<file path="src/hw/hsb_pkg.sv">
package hsb_pkg;
  // clock of the control logic
  localparam int CLK_PERIOD_NS = 10;
  // backplane both-high time that counts as bus idle
  localparam int BUS_IDLE_TIME_NS = 95000;
  localparam int BUS_IDLE_CYC = (BUS_IDLE_TIME_NS + CLK_PERIOD_NS - 1) / CLK_PERIOD_NS;
  // quiet time after a pair releases, covers sync delay and rise time
  localparam int PAIR_GUARD_TIME_NS = 40;
  localparam int PAIR_GUARD_CYC = (PAIR_GUARD_TIME_NS + CLK_PERIOD_NS - 1) / CLK_PERIOD_NS;
  // synchronised input vector positions
  localparam int IN_BP_DATA = 0;
  localparam int IN_BP_CLK = 1;
  localparam int IN_CD_DATA = 2;
  localparam int IN_CD_CLK = 3;
  localparam int IN_SUPPLY = 4;
  localparam int IN_INHIBIT = 5;
  localparam int IN_WIDTH = 6;
  // card-side offset of a pair's input within the vector
  localparam int CARD_OFS = 2;
  // reset values of the synchronisers: lines high, supply low, inhibit high
  localparam logic [IN_WIDTH-1:0] SYNC_RST = 6'h2f;

  // connection sequencer states
  typedef enum logic [1:0] {
    HSB_LOCKOUT = 2'b00,
    HSB_WAIT_END = 2'b01,
    HSB_CHECK_CARD = 2'b10,
    HSB_CONNECTED = 2'b11
  } hsb_state_e;

  // per-pair wired-and states
  typedef enum logic [1:0] {
    HSB_PR_IDLE = 2'b00,
    HSB_PR_BP_LOW = 2'b01,
    HSB_PR_CD_LOW = 2'b10,
    HSB_PR_GUARD = 2'b11
  } hsb_pair_e;
endpackage

</file>
<file path="src/hw/hsb_bus_buffer.sv">
// Operation
// - stay locked out until supply is good
// - precharge all lines during lockout
// - after lockout wait backplane stop or idle
// - then require both card lines high
// - connect only when all conditions hold together
// - any data low pulls both sides low
// - pairs rise when the followed side releases; a low still held on the other side is followed again after the guard
// - ready low on inhibit or incomplete start-up
// - ready high when connected and not inhibited
// - inhibit disconnects at once, ready low
// - after inhibit, requalify before reconnecting
// - release ready pull-down on reconnection
`timescale 1ns/100ps
`default_nettype none
module hsb_bus_buffer #(
  parameter int IDLE_CYCLES = hsb_pkg::BUS_IDLE_CYC
) (
  input wire logic clk_sys,
  input wire logic srst,
  input wire logic supply_good,
  input wire logic connect_inhibit,
  input wire logic backplane_data_line_in,
  output logic backplane_data_line_out,
  output logic backplane_data_line_oe,
  input wire logic backplane_clock_line_in,
  output logic backplane_clock_line_out,
  output logic backplane_clock_line_oe,
  input wire logic card_data_line_in,
  output logic card_data_line_out,
  output logic card_data_line_oe,
  input wire logic card_clock_line_in,
  output logic card_clock_line_out,
  output logic card_clock_line_oe,
  output logic ready_out,
  output logic ready_oe,
  output logic precharge_en
);
  localparam int IW = hsb_pkg::IN_WIDTH;
  localparam int ICW = $clog2(IDLE_CYCLES + 1);
  localparam logic [ICW-1:0] IDLE_LAST = ICW'(IDLE_CYCLES);
  localparam logic [2:0] GUARD_LAST = 3'(hsb_pkg::PAIR_GUARD_CYC);

  ////////////////////////////////////////////////////////////////////////
  // input synchronisers
  logic [IW-1:0] pin_raw; // all asynchronous pins
  logic [IW-1:0] sync1; // first stage, read only by sync2
  logic [IW-1:0] sync2; // usable levels
  logic [IW-1:0] sync_d; // one cycle older, for edge finding

  assign pin_raw = {connect_inhibit, supply_good, card_clock_line_in, card_data_line_in,
                    backplane_clock_line_in, backplane_data_line_in};

  // two flops per pin plus a history stage
  always_ff @(posedge clk_sys) begin
    if (srst) begin
      sync1 <= hsb_pkg::SYNC_RST;
      sync2 <= hsb_pkg::SYNC_RST;
      sync_d <= hsb_pkg::SYNC_RST;
    end else begin
      sync1 <= pin_raw;
      sync2 <= sync1;
      sync_d <= sync2;
    end
  end

  // both lines of a side high
  function automatic logic both_high(input logic [IW-1:0] v, input int ofs);
    both_high = v[hsb_pkg::IN_BP_DATA + ofs] & v[hsb_pkg::IN_BP_CLK + ofs];
  endfunction

  logic supply_ok; // lockout released
  logic inhibit; // connect-inhibit asserted
  logic stop_det; // backplane stop condition
  logic bp_high; // backplane both high
  logic card_high; // card both high
  assign supply_ok = sync2[hsb_pkg::IN_SUPPLY];
  assign inhibit = sync2[hsb_pkg::IN_INHIBIT];
  assign bp_high = both_high(sync2, 0);
  assign card_high = both_high(sync2, hsb_pkg::CARD_OFS);
  // data rises while clock stays high
  assign stop_det = sync2[hsb_pkg::IN_BP_DATA] & ~sync_d[hsb_pkg::IN_BP_DATA]
                    & sync2[hsb_pkg::IN_BP_CLK] & sync_d[hsb_pkg::IN_BP_CLK];

  ////////////////////////////////////////////////////////////////////////
  // connection sequencer
  hsb_pkg::hsb_state_e state, next_state; // sequencer state
  logic [ICW-1:0] idle_cnt, next_idle_cnt; // backplane high time
  logic conn; // sides joined
  logic next_ready_oe; // ready pull-down
  logic next_precharge_en; // precharge request

  assign conn = (state == hsb_pkg::HSB_CONNECTED);

  // next state, idle counting and ready
  always_comb begin
    next_state = state;
    next_idle_cnt = idle_cnt;
    // idle timer runs in any state, saturates at the limit
    if (!bp_high) begin
      next_idle_cnt = '0;
    end else if (idle_cnt != IDLE_LAST) begin
      next_idle_cnt = idle_cnt + ICW'(1);
    end
    case (state)
      hsb_pkg::HSB_LOCKOUT: begin
        // lines ignored until supply is good
        if (supply_ok && !inhibit) begin
          next_state = hsb_pkg::HSB_WAIT_END;
        end
      end
      hsb_pkg::HSB_WAIT_END: begin
        // end of any transaction already running on the backplane
        if (stop_det || (idle_cnt == IDLE_LAST)) begin
          next_state = hsb_pkg::HSB_CHECK_CARD;
        end
      end
      hsb_pkg::HSB_CHECK_CARD: begin
        // a new backplane start voids the stop, so look again
        if (!bp_high) begin
          next_state = hsb_pkg::HSB_WAIT_END;
        end else if (card_high) begin
          next_state = hsb_pkg::HSB_CONNECTED;
        end
      end
      hsb_pkg::HSB_CONNECTED: begin
        next_state = state;
      end
      default: begin
        next_state = hsb_pkg::HSB_LOCKOUT;
      end
    endcase
    // inhibit breaks the link and restarts qualification
    if (inhibit && state != hsb_pkg::HSB_LOCKOUT) begin
      next_state = hsb_pkg::HSB_WAIT_END;
    end
    // supply loss wins over everything
    if (!supply_ok) begin
      next_state = hsb_pkg::HSB_LOCKOUT;
    end
    next_ready_oe = (next_state != hsb_pkg::HSB_CONNECTED);
    next_precharge_en = (next_state == hsb_pkg::HSB_LOCKOUT);
  end

  // sequencer registers
  always_ff @(posedge clk_sys) begin
    if (srst) begin
      state <= hsb_pkg::HSB_LOCKOUT;
      idle_cnt <= '0;
      ready_oe <= 1'b1;
      precharge_en <= 1'b1;
    end else begin
      state <= next_state;
      idle_cnt <= next_idle_cnt;
      ready_oe <= next_ready_oe;
      precharge_en <= next_precharge_en;
    end
  end

  ////////////////////////////////////////////////////////////////////////
  // wired-and pairs: index 0 data, 1 clock
  // the side that went low first is followed; the other side is only
  // driven, never read, so our own pull-down cannot latch the pair.
  hsb_pkg::hsb_pair_e pst [2]; // pair state
  hsb_pkg::hsb_pair_e next_pst [2];
  logic [2:0] gcnt [2]; // guard counter
  logic [2:0] next_gcnt [2];
  logic [1:0] bp_oe; // drive backplane low
  logic [1:0] cd_oe; // drive card low
  logic [1:0] next_bp_oe;
  logic [1:0] next_cd_oe;

  genvar gp;
  generate
    for (gp = 0; gp < 2; gp++) begin : g_pair
      logic bp_lvl; // backplane level of this pair
      logic cd_lvl; // card level of this pair
      assign bp_lvl = sync2[gp];
      assign cd_lvl = sync2[gp + hsb_pkg::CARD_OFS];

      // pair next state
      always_comb begin
        next_pst[gp] = pst[gp];
        next_gcnt[gp] = gcnt[gp];
        case (pst[gp])
          hsb_pkg::HSB_PR_IDLE: begin
            // low on either side pulls the other
            if (!bp_lvl) begin
              next_pst[gp] = hsb_pkg::HSB_PR_BP_LOW;
            end else if (!cd_lvl) begin
              next_pst[gp] = hsb_pkg::HSB_PR_CD_LOW;
            end
          end
          hsb_pkg::HSB_PR_BP_LOW: begin
            if (bp_lvl) begin
              next_pst[gp] = hsb_pkg::HSB_PR_GUARD;
              next_gcnt[gp] = '0;
            end
          end
          hsb_pkg::HSB_PR_CD_LOW: begin
            if (cd_lvl) begin
              next_pst[gp] = hsb_pkg::HSB_PR_GUARD;
              next_gcnt[gp] = '0;
            end
          end
          hsb_pkg::HSB_PR_GUARD: begin
            // lets our released side rise before it is read again;
            // a low held there afterwards is a real driver and is followed
            if (gcnt[gp] == GUARD_LAST) begin
              next_pst[gp] = hsb_pkg::HSB_PR_IDLE;
            end else begin
              next_gcnt[gp] = gcnt[gp] + 3'h1;
            end
          end
          default: begin
            next_pst[gp] = hsb_pkg::HSB_PR_IDLE;
          end
        endcase
        // no joining unless connected next
        if (next_state != hsb_pkg::HSB_CONNECTED) begin
          next_pst[gp] = hsb_pkg::HSB_PR_IDLE;
          next_gcnt[gp] = '0;
        end
        next_cd_oe[gp] = (next_pst[gp] == hsb_pkg::HSB_PR_BP_LOW);
        next_bp_oe[gp] = (next_pst[gp] == hsb_pkg::HSB_PR_CD_LOW);
      end

      // pair registers
      always_ff @(posedge clk_sys) begin
        if (srst) begin
          pst[gp] <= hsb_pkg::HSB_PR_IDLE;
          gcnt[gp] <= '0;
          bp_oe[gp] <= 1'b0;
          cd_oe[gp] <= 1'b0;
        end else begin
          pst[gp] <= next_pst[gp];
          gcnt[gp] <= next_gcnt[gp];
          bp_oe[gp] <= next_bp_oe[gp];
          cd_oe[gp] <= next_cd_oe[gp];
        end
      end
    end
  endgenerate

  ////////////////////////////////////////////////////////////////////////
  // pin drivers, open drain: only ever pull low
  assign backplane_data_line_out = 1'b0;
  assign backplane_clock_line_out = 1'b0;
  assign card_data_line_out = 1'b0;
  assign card_clock_line_out = 1'b0;
  assign ready_out = 1'b0;
  assign backplane_data_line_oe = bp_oe[0];
  assign backplane_clock_line_oe = bp_oe[1];
  assign card_data_line_oe = cd_oe[0];
  assign card_clock_line_oe = cd_oe[1];
endmodule
`default_nettype wire

</file>
<file path="config.mk">
export PLATFORM = sky130hd
export DESIGN_NAME = hsb_bus_buffer
export DESIGN_NICKNAME = d
export VERILOG_FILES = /design/src/hw/hsb_pkg.sv /design/src/hw/hsb_bus_buffer.sv
export SDC_FILE = /design/constraint.sdc
export NUM_CORES = 1
export LEC_CHECK = 0
export BUFFER_PORTS_ARGS = -buffer_cell sky130_fd_sc_hd__clkbuf_2
export CAP_MARGIN = 10
export CORE_MARGIN = 1.5
export CORE_UTILIZATION = 60
export CTS_BUF_LIST = sky130_fd_sc_hd__clkbuf_4 sky130_fd_sc_hd__clkbuf_8 sky130_fd_sc_hd__clkbuf_16
export CTS_CLUSTER_SIZE = 20
export DETAILED_ROUTE_END_ITERATION = 7
export GPL_TIMING_DRIVEN = 0
export PLACE_DENSITY = 0.8
export SETUP_SLACK_MARGIN = 0.5
export SLEW_MARGIN = 20
export SYNTH_ARGS = -nofsm -noshare
export SYNTH_HDL_FRONTEND = slang
export SYNTH_SLANG_ARGS = --single-unit
</file>
<file path="constraint.sdc">
create_clock -name clk_sys -period 4.1 [get_ports clk_sys]
set_input_delay 0.205 -clock clk_sys [delete_from_list [all_inputs] [get_ports clk_sys]]
set_output_delay 0.205 -clock clk_sys [all_outputs]
set_load 0.02 [all_outputs]
</file>
# Yosys cells after proc, flatten, opt, wreduce, memory -nomap -nowiden
# Memories as Yosys holds them, arrays and structs flattened.
# Index checks and enable logic that the tools add are counted.
# word_totals
regBits	36
output_inout_bits	11
input_bits	8
wordCells	93
mem_count	2
ram_bits	10
# op_classes
eq_ne	18
reduce_logical	10
bitwise_logic	11
mux	38
n_addsub	3
# mem_list
name	words	width	rd	rd_clocked_by_memory_dff	write_ports	line	text
gcnt	2	3	2	0	2	hsb_bus_buffer.sv:166	logic [2:0] gcnt [2];
pst	2	2	2	0	2	hsb_bus_buffer.sv:164	hsb_pkg::hsb_pair_e pst [2];
# op_table
op	n
2-bit 2-to-1 mux	20
3-bit 2-to-1 mux	10
2-bit case mux with 4 select lines	3
3-bit case mux with 3 select lines	2
2-bit equality test (second input constant)	8
14-bit by 1-bit adder with 14-bit output (second input constant)	1
14-bit equality test (second input constant)	1
14-bit != test (second input constant)	1
2-bit by 1-bit equality test with 1-bit output (second input constant)	5
2-bit zero test	4
3-bit by 1-bit adder with 3-bit output (second input constant)	2
3-bit equality test (second input constant)	2
1-bit bitwise AND	5
1-bit bitwise OR	4
1-bit 2-to-1 mux	3
1-bit logical AND	2
2-bit != test (second input constant)	1
1-bit inverter	2
2-bit nonzero test	1
2-bit OR reduction	1
1-bit zero test	1
1-bit logical OR	1

# Depth between registers and ports, before layout
# depth
word_depth	12
mapped_depth	6
ltp_nobuf	6

# Least setup slack after synthesis
# Ideal clock, no wire load.
# synth_timing
path_kind	flip-flop to flip-flop
start	register idle_cnt[0]
end	register idle_cnt[1]
path_stages_with_launch	7
synth_period_minus_slack_ps	1699
n_path_buf	0
t_required_ps	3972
setup_time_ps	128
setup_slack_ps	2401
t_arrival_ps	1571
path_cell_list	dfxtp_1 inv_1 ha_1 or2b_2 nor4_4 mux2i_1 nor2_1
# synth_between
elab_chain_len	1
word_cells_on_any_way	2
classes_between	1 x add/sub; 1 x eq/ne
# synth_rtl
item	line	text
start, declared	hsb_bus_buffer.sv:88	logic [ICW-1:0] idle_cnt, next_idle_cnt;
start signal, assigned	hsb_bus_buffer.sv:154	idle_cnt <= next_idle_cnt;
14-bit by 1-bit adder with 14-bit output or 14-bit != test (tied branches)	hsb_bus_buffer.sv:103, hsb_bus_buffer.sv:102	
# Parallel ways exist; a longest one is shown, timed or not.
# A chain may end at the register's enable or synchronous reset.

# Final worst setup path
# Ends and elaborated chain as after synthesis.

==> results by stage <==
Timing:
- For the final database, setup skew stands at 0.00509 ns.
- The worst slew margin relative to its limit is 63.1%.
- For the pin with the worst max-slew slack, the measured transition is 0.550 ns.
- The final count of hold timing violations is 0.
- The number of slew-limit violations in the final report is 0.
- The fraction of the cycle the final worst path needs is 46.2%.
- The achievable clock frequency is 528 MHz.
- For the finished layout, the period the worst path requires is 1.90 ns.
- The worst hold margin is 0.0430 ns.
- In the final timing run, aggregate negative setup slack is 0 ns.
- Setup repair after global routing left no endpoint under its margin.
- The count of final setup violators is 0.

Finish:
- The count of non-filler cells in the finished layout is 311.
- For this run, the post-layout net count is 287.
- The end-of-flow core utilization is 70.0%.
- Relative to the synthesized area, the layout overhead comes to 10.1%.
- The fraction of layout cells with a size suffix above 1 is 18.1%.
- The layout filler cell count is 282.
- The number of antenna repair diodes is 0.

Drt:
- Summed over all layers, the routed wires come to 3760 um.
- The remaining number of nets flagged by the antenna check after routing is 0.
- In the routed layout, each cell is associated on average with a via count of 5.43.
- For this run, design rule violations remaining after detail routing come to 0.
- In the final routed layout, each cell accounts on average for 12.1 um.
- The number of detailed-routing iterations run before antenna repair is 4.
- In this run, the number of DRC markers left after iteration 0 of detailed routing was 84.
- The detailed-route via count is 1,688.

Global route:
- The initial antenna violation count was 0.
- Global routing consumed, over all layers together, 21.1% of the routing resources.
- The number of global-route vias before repair is 1,523.
- The maximum number of pins on one net before global-route repair is 14.
- The residual overflow from global routing is 0.
- The wire length of the first global-routing pass is 6650 um.

Worst setup path:
- Data arrives at the worst endpoint at 2.12 ns.
- The top fanout value on the critical path is 9.
- The critical path startpoint category is a register.
- STA puts the critical path data required time at 4.33 ns.
- The worst setup path is captured at a register.
- The worst setup path is of the register to register kind.

Hold path:
- The path category of the worst min-delay check is primary input to register.

Power and ir drop:
- Of the total power, the clock network draws 35.6%.
- Per report_power, the combinational group accounts for 4.9% of the total.
- For this design the total switching power over the nets is 0.161 mW.
- Summed over all cells, the static leakage comes to 0.916 nW.
- The share of power burned in registers is 59.5%.
- For this design the ratio of total power to cell area is 324 nW/um^2.
- The worst-case IR drop observed on VDD is 288 uV.
- Cell internal power was estimated by the tool at 0.615 mW.
- The total power is 0.776 mW.
- Net switching is 20.7% of the power.

Place:
- The cell count after placement is 304.
- The count of buffers from port buffering is 13.
- Detailed placement ended at an HPWL of 2810 um.
- The routability congestion estimate from global placement is 0.833.

Logic synthesis:
- The synthesized design contains 46 register bits.
- The most used standard cell by instance count after synthesis is sky130_fd_sc_hd__dfxtp_1.
- sky130_fd_sc_hd__dfxtp_1 takes more of the synthesized area than any other cell.
- Summing every instance area after synthesis gives 2170 um^2.
- Of the synthesized area, sequential elements account for 42.4%.
- Ranked by instance count, the synthesized netlist is headed by sky130_fd_sc_hd__dfxtp_1, sky130_fd_sc_hd__nor2_1, sky130_fd_sc_hd__ha_1, sky130_fd_sc_hd__inv_1, sky130_fd_sc_hd__or2_2.
- The distinct cell type count of the synthesized netlist is 52.
- For this run, the leading register cell type out of synthesis is sky130_fd_sc_hd__dfxtp_1.
- The count of warnings emitted by yosys is 0.
- The cell count after synthesis is 241.
- The top cell type by area accounts for 42.4% of the synthesized area.
- Counting flops with a built-in enable in the synthesized netlist gives 0.
- In the post-synthesis netlist, the biggest area contributors are sky130_fd_sc_hd__dfxtp_1, sky130_fd_sc_hd__ha_1, sky130_fd_sc_hd__nor2_1.
- After synthesis, the share of flip-flops with an asynchronous set or reset is 0%.
- Averaged over all synthesized cells, the footprint is 9.01 um^2.

Run:
- The total of max-cap violations is 0.

Floorplan:
- The region available for standard cell placement spans 3420 um^2.
- The floorplan step defined a die boundary enclosing 3990 um^2.
- For this configuration, the core starts out at a cell density of 63.6%.
- The height of the die is 63.2 um.
- During I/O placement, the number of pins put on the boundary was 19.
- The number of placement rows is 21.
- The horizontal die dimension is 63.2 um.

Clock tree:
- After clock tree synthesis, the clock-pin slew on the worst setup and hold paths is 0.12 ns.
- The clock tree from TritonCTS is built.
- Post-CTS timing repair inserted 0 buffers for setup.
- Counting every sink on the clock net gives 46.
- For the worst-skew pair, the clock arrives at the later sink with an insertion delay of 0.34 ns.
- The deepest clock path buffer count is 2.
- The post-CTS resize count is 0.
- The tree is rooted in a sky130_fd_sc_hd__clkbuf_4.
- The number of hold buffers added after CTS is 0.
- The number of buffers created by CTS is 5.
- The H-tree depth is 2.

Run status:
- The flow ran to the end, and the final reports show no timing, DRC or antenna violations.
[layout by cell type (no fill, tap or decap), types with 2 or more instances in the layout]
cell / n
sky130_fd_sc_hd__dfxtp_1: 46
sky130_fd_sc_hd__nor2_1: 25
sky130_fd_sc_hd__inv_1: 14
sky130_fd_sc_hd__or2_2: 14
sky130_fd_sc_hd__ha_1: 14
sky130_fd_sc_hd__nand2_1: 13
sky130_fd_sc_hd__nor3_1: 13
sky130_fd_sc_hd__clkbuf_2: 13
sky130_fd_sc_hd__a21oi_1: 12
sky130_fd_sc_hd__nor2b_1: 8
sky130_fd_sc_hd__o21ai_0: 8
sky130_fd_sc_hd__buf_4: 5
sky130_fd_sc_hd__conb_1: 5
sky130_fd_sc_hd__clkbuf_4: 5
sky130_fd_sc_hd__clkbuf_1: 4
sky130_fd_sc_hd__nand4_1: 4
sky130_fd_sc_hd__nand3_1: 4
sky130_fd_sc_hd__xnor2_1: 4
sky130_fd_sc_hd__nand2b_1: 3
sky130_fd_sc_hd__nor3b_1: 3
sky130_fd_sc_hd__or3_1: 3
sky130_fd_sc_hd__xor2_1: 3
sky130_fd_sc_hd__a2111oi_0: 3
sky130_fd_sc_hd__a21boi_0: 2
sky130_fd_sc_hd__nand3b_1: 2
sky130_fd_sc_hd__mux2i_1: 2
sky130_fd_sc_hd__a31oi_1: 2
sky130_fd_sc_hd__a21o_1: 2
sky130_fd_sc_hd__o21ai_1: 2
[state kept, by name, summed over array words and instances (netlist names)]
signal / cells
backplane_clock_line_oe: 1
ready_oe: 1
card_clock_line_oe: 1
sync2: 6
sync_d: 2
gcnt: 6
state: 2
backplane_data_line_oe: 1
pst: 4
idle_cnt: 14
sync1: 6
precharge_en: 1
card_data_line_oe: 1
[area by class of cell]
class / instances / area, um^2 / share of cell area, %
Inverter: 14 / 52.6 / 2.20
Buffer: 9 / 52.6 / 2.20
Multi-Input combinational cell: 176 / 1160 / 48.6
Timing Repair Buffer: 13 / 65.1 / 2.72
Clock inverter: 1 / 30.0 / 1.26
Clock buffer: 6 / 51.3 / 2.15
Tap cell: 46 / 57.6 / 2.41
Sequential cell: 46 / 921 / 38.5
[final timing paths]
check,start,to,slack [ns],cells past startpoint
worst max-delay path,idle_cnt[0],idle_cnt[1],2.20,6
worst min-delay path,connect_inhibit,sync1[5],0.04,2
worst max register to register,idle_cnt[0],idle_cnt[1],2.20,6
worst min register to register,sync1[2],sync2[2],0.42,1
[worst max-delay path, stage by stage (launching register included)]
cell and delay [ns]:
sky130_fd_sc_hd__dfxtp_1 0.37, sky130_fd_sc_hd__inv_1 0.10, sky130_fd_sc_hd__ha_1 0.14, sky130_fd_sc_hd__or2b_2 0.33, sky130_fd_sc_hd__nor4_4 0.56, sky130_fd_sc_hd__mux2i_1 0.24, sky130_fd_sc_hd__nor2_1 0.05
[metrics by stage]
step,worst slack [ns],cell area (um^2)
2_1_floorplan,2.40,2190
3_3_place_gp,2.23,2310
3_5_place_dp,2.21,2310
4_1_cts,2.19,2390
5_1_grt,2.06,2390
6_report,2.20,2390
[layer usage]
| layer | wire, um | part of all wire, % | track usage [%] |
|---|---|---|---|
| met2 | 1730 | 46 | 33.1 |
| met5 | 0 | 0 | 0 |
| met4 | 22 | 0.59 | 6.67 |
| met3 | 150 | 4.0 | 5.89 |
| met1 | 1850 | 49 | 28.1 |
[power groups by stage]
stage | Combinational [mW] | Clock [mW] | Sequential, mW
floorplan | 0.0292 | 0 | 0.470
CTS | 0.0382 | 0.286 | 0.462
finish | 0.0378 | 0.276 | 0.461
global route | 0.0429 | 0.306 | 0.463
global placement | 0.0368 | 0 | 0.471
detailed placement | 0.0380 | 0 | 0.471
[cell families (layout without fill, tap and decap cells)]
family | after synthesis | in the layout | share of synthesized area [%]
AOI/OAI and AO/OA | 42 | 42 | 12.9
xor gates and xnor gates | 7 | 7 | 2.82
adders and majority gates | 14 | 14 | 8.06
buffers and inverters | 23 | 43 | 4.84
DFF | 46 | 46 | 42.4
muxes | 3 | 3 | 1.44
other | 1 | 5 | 0.173
and+or+nand+nor | 105 | 105 | 27.4
(Power assumes the default switching activity.)
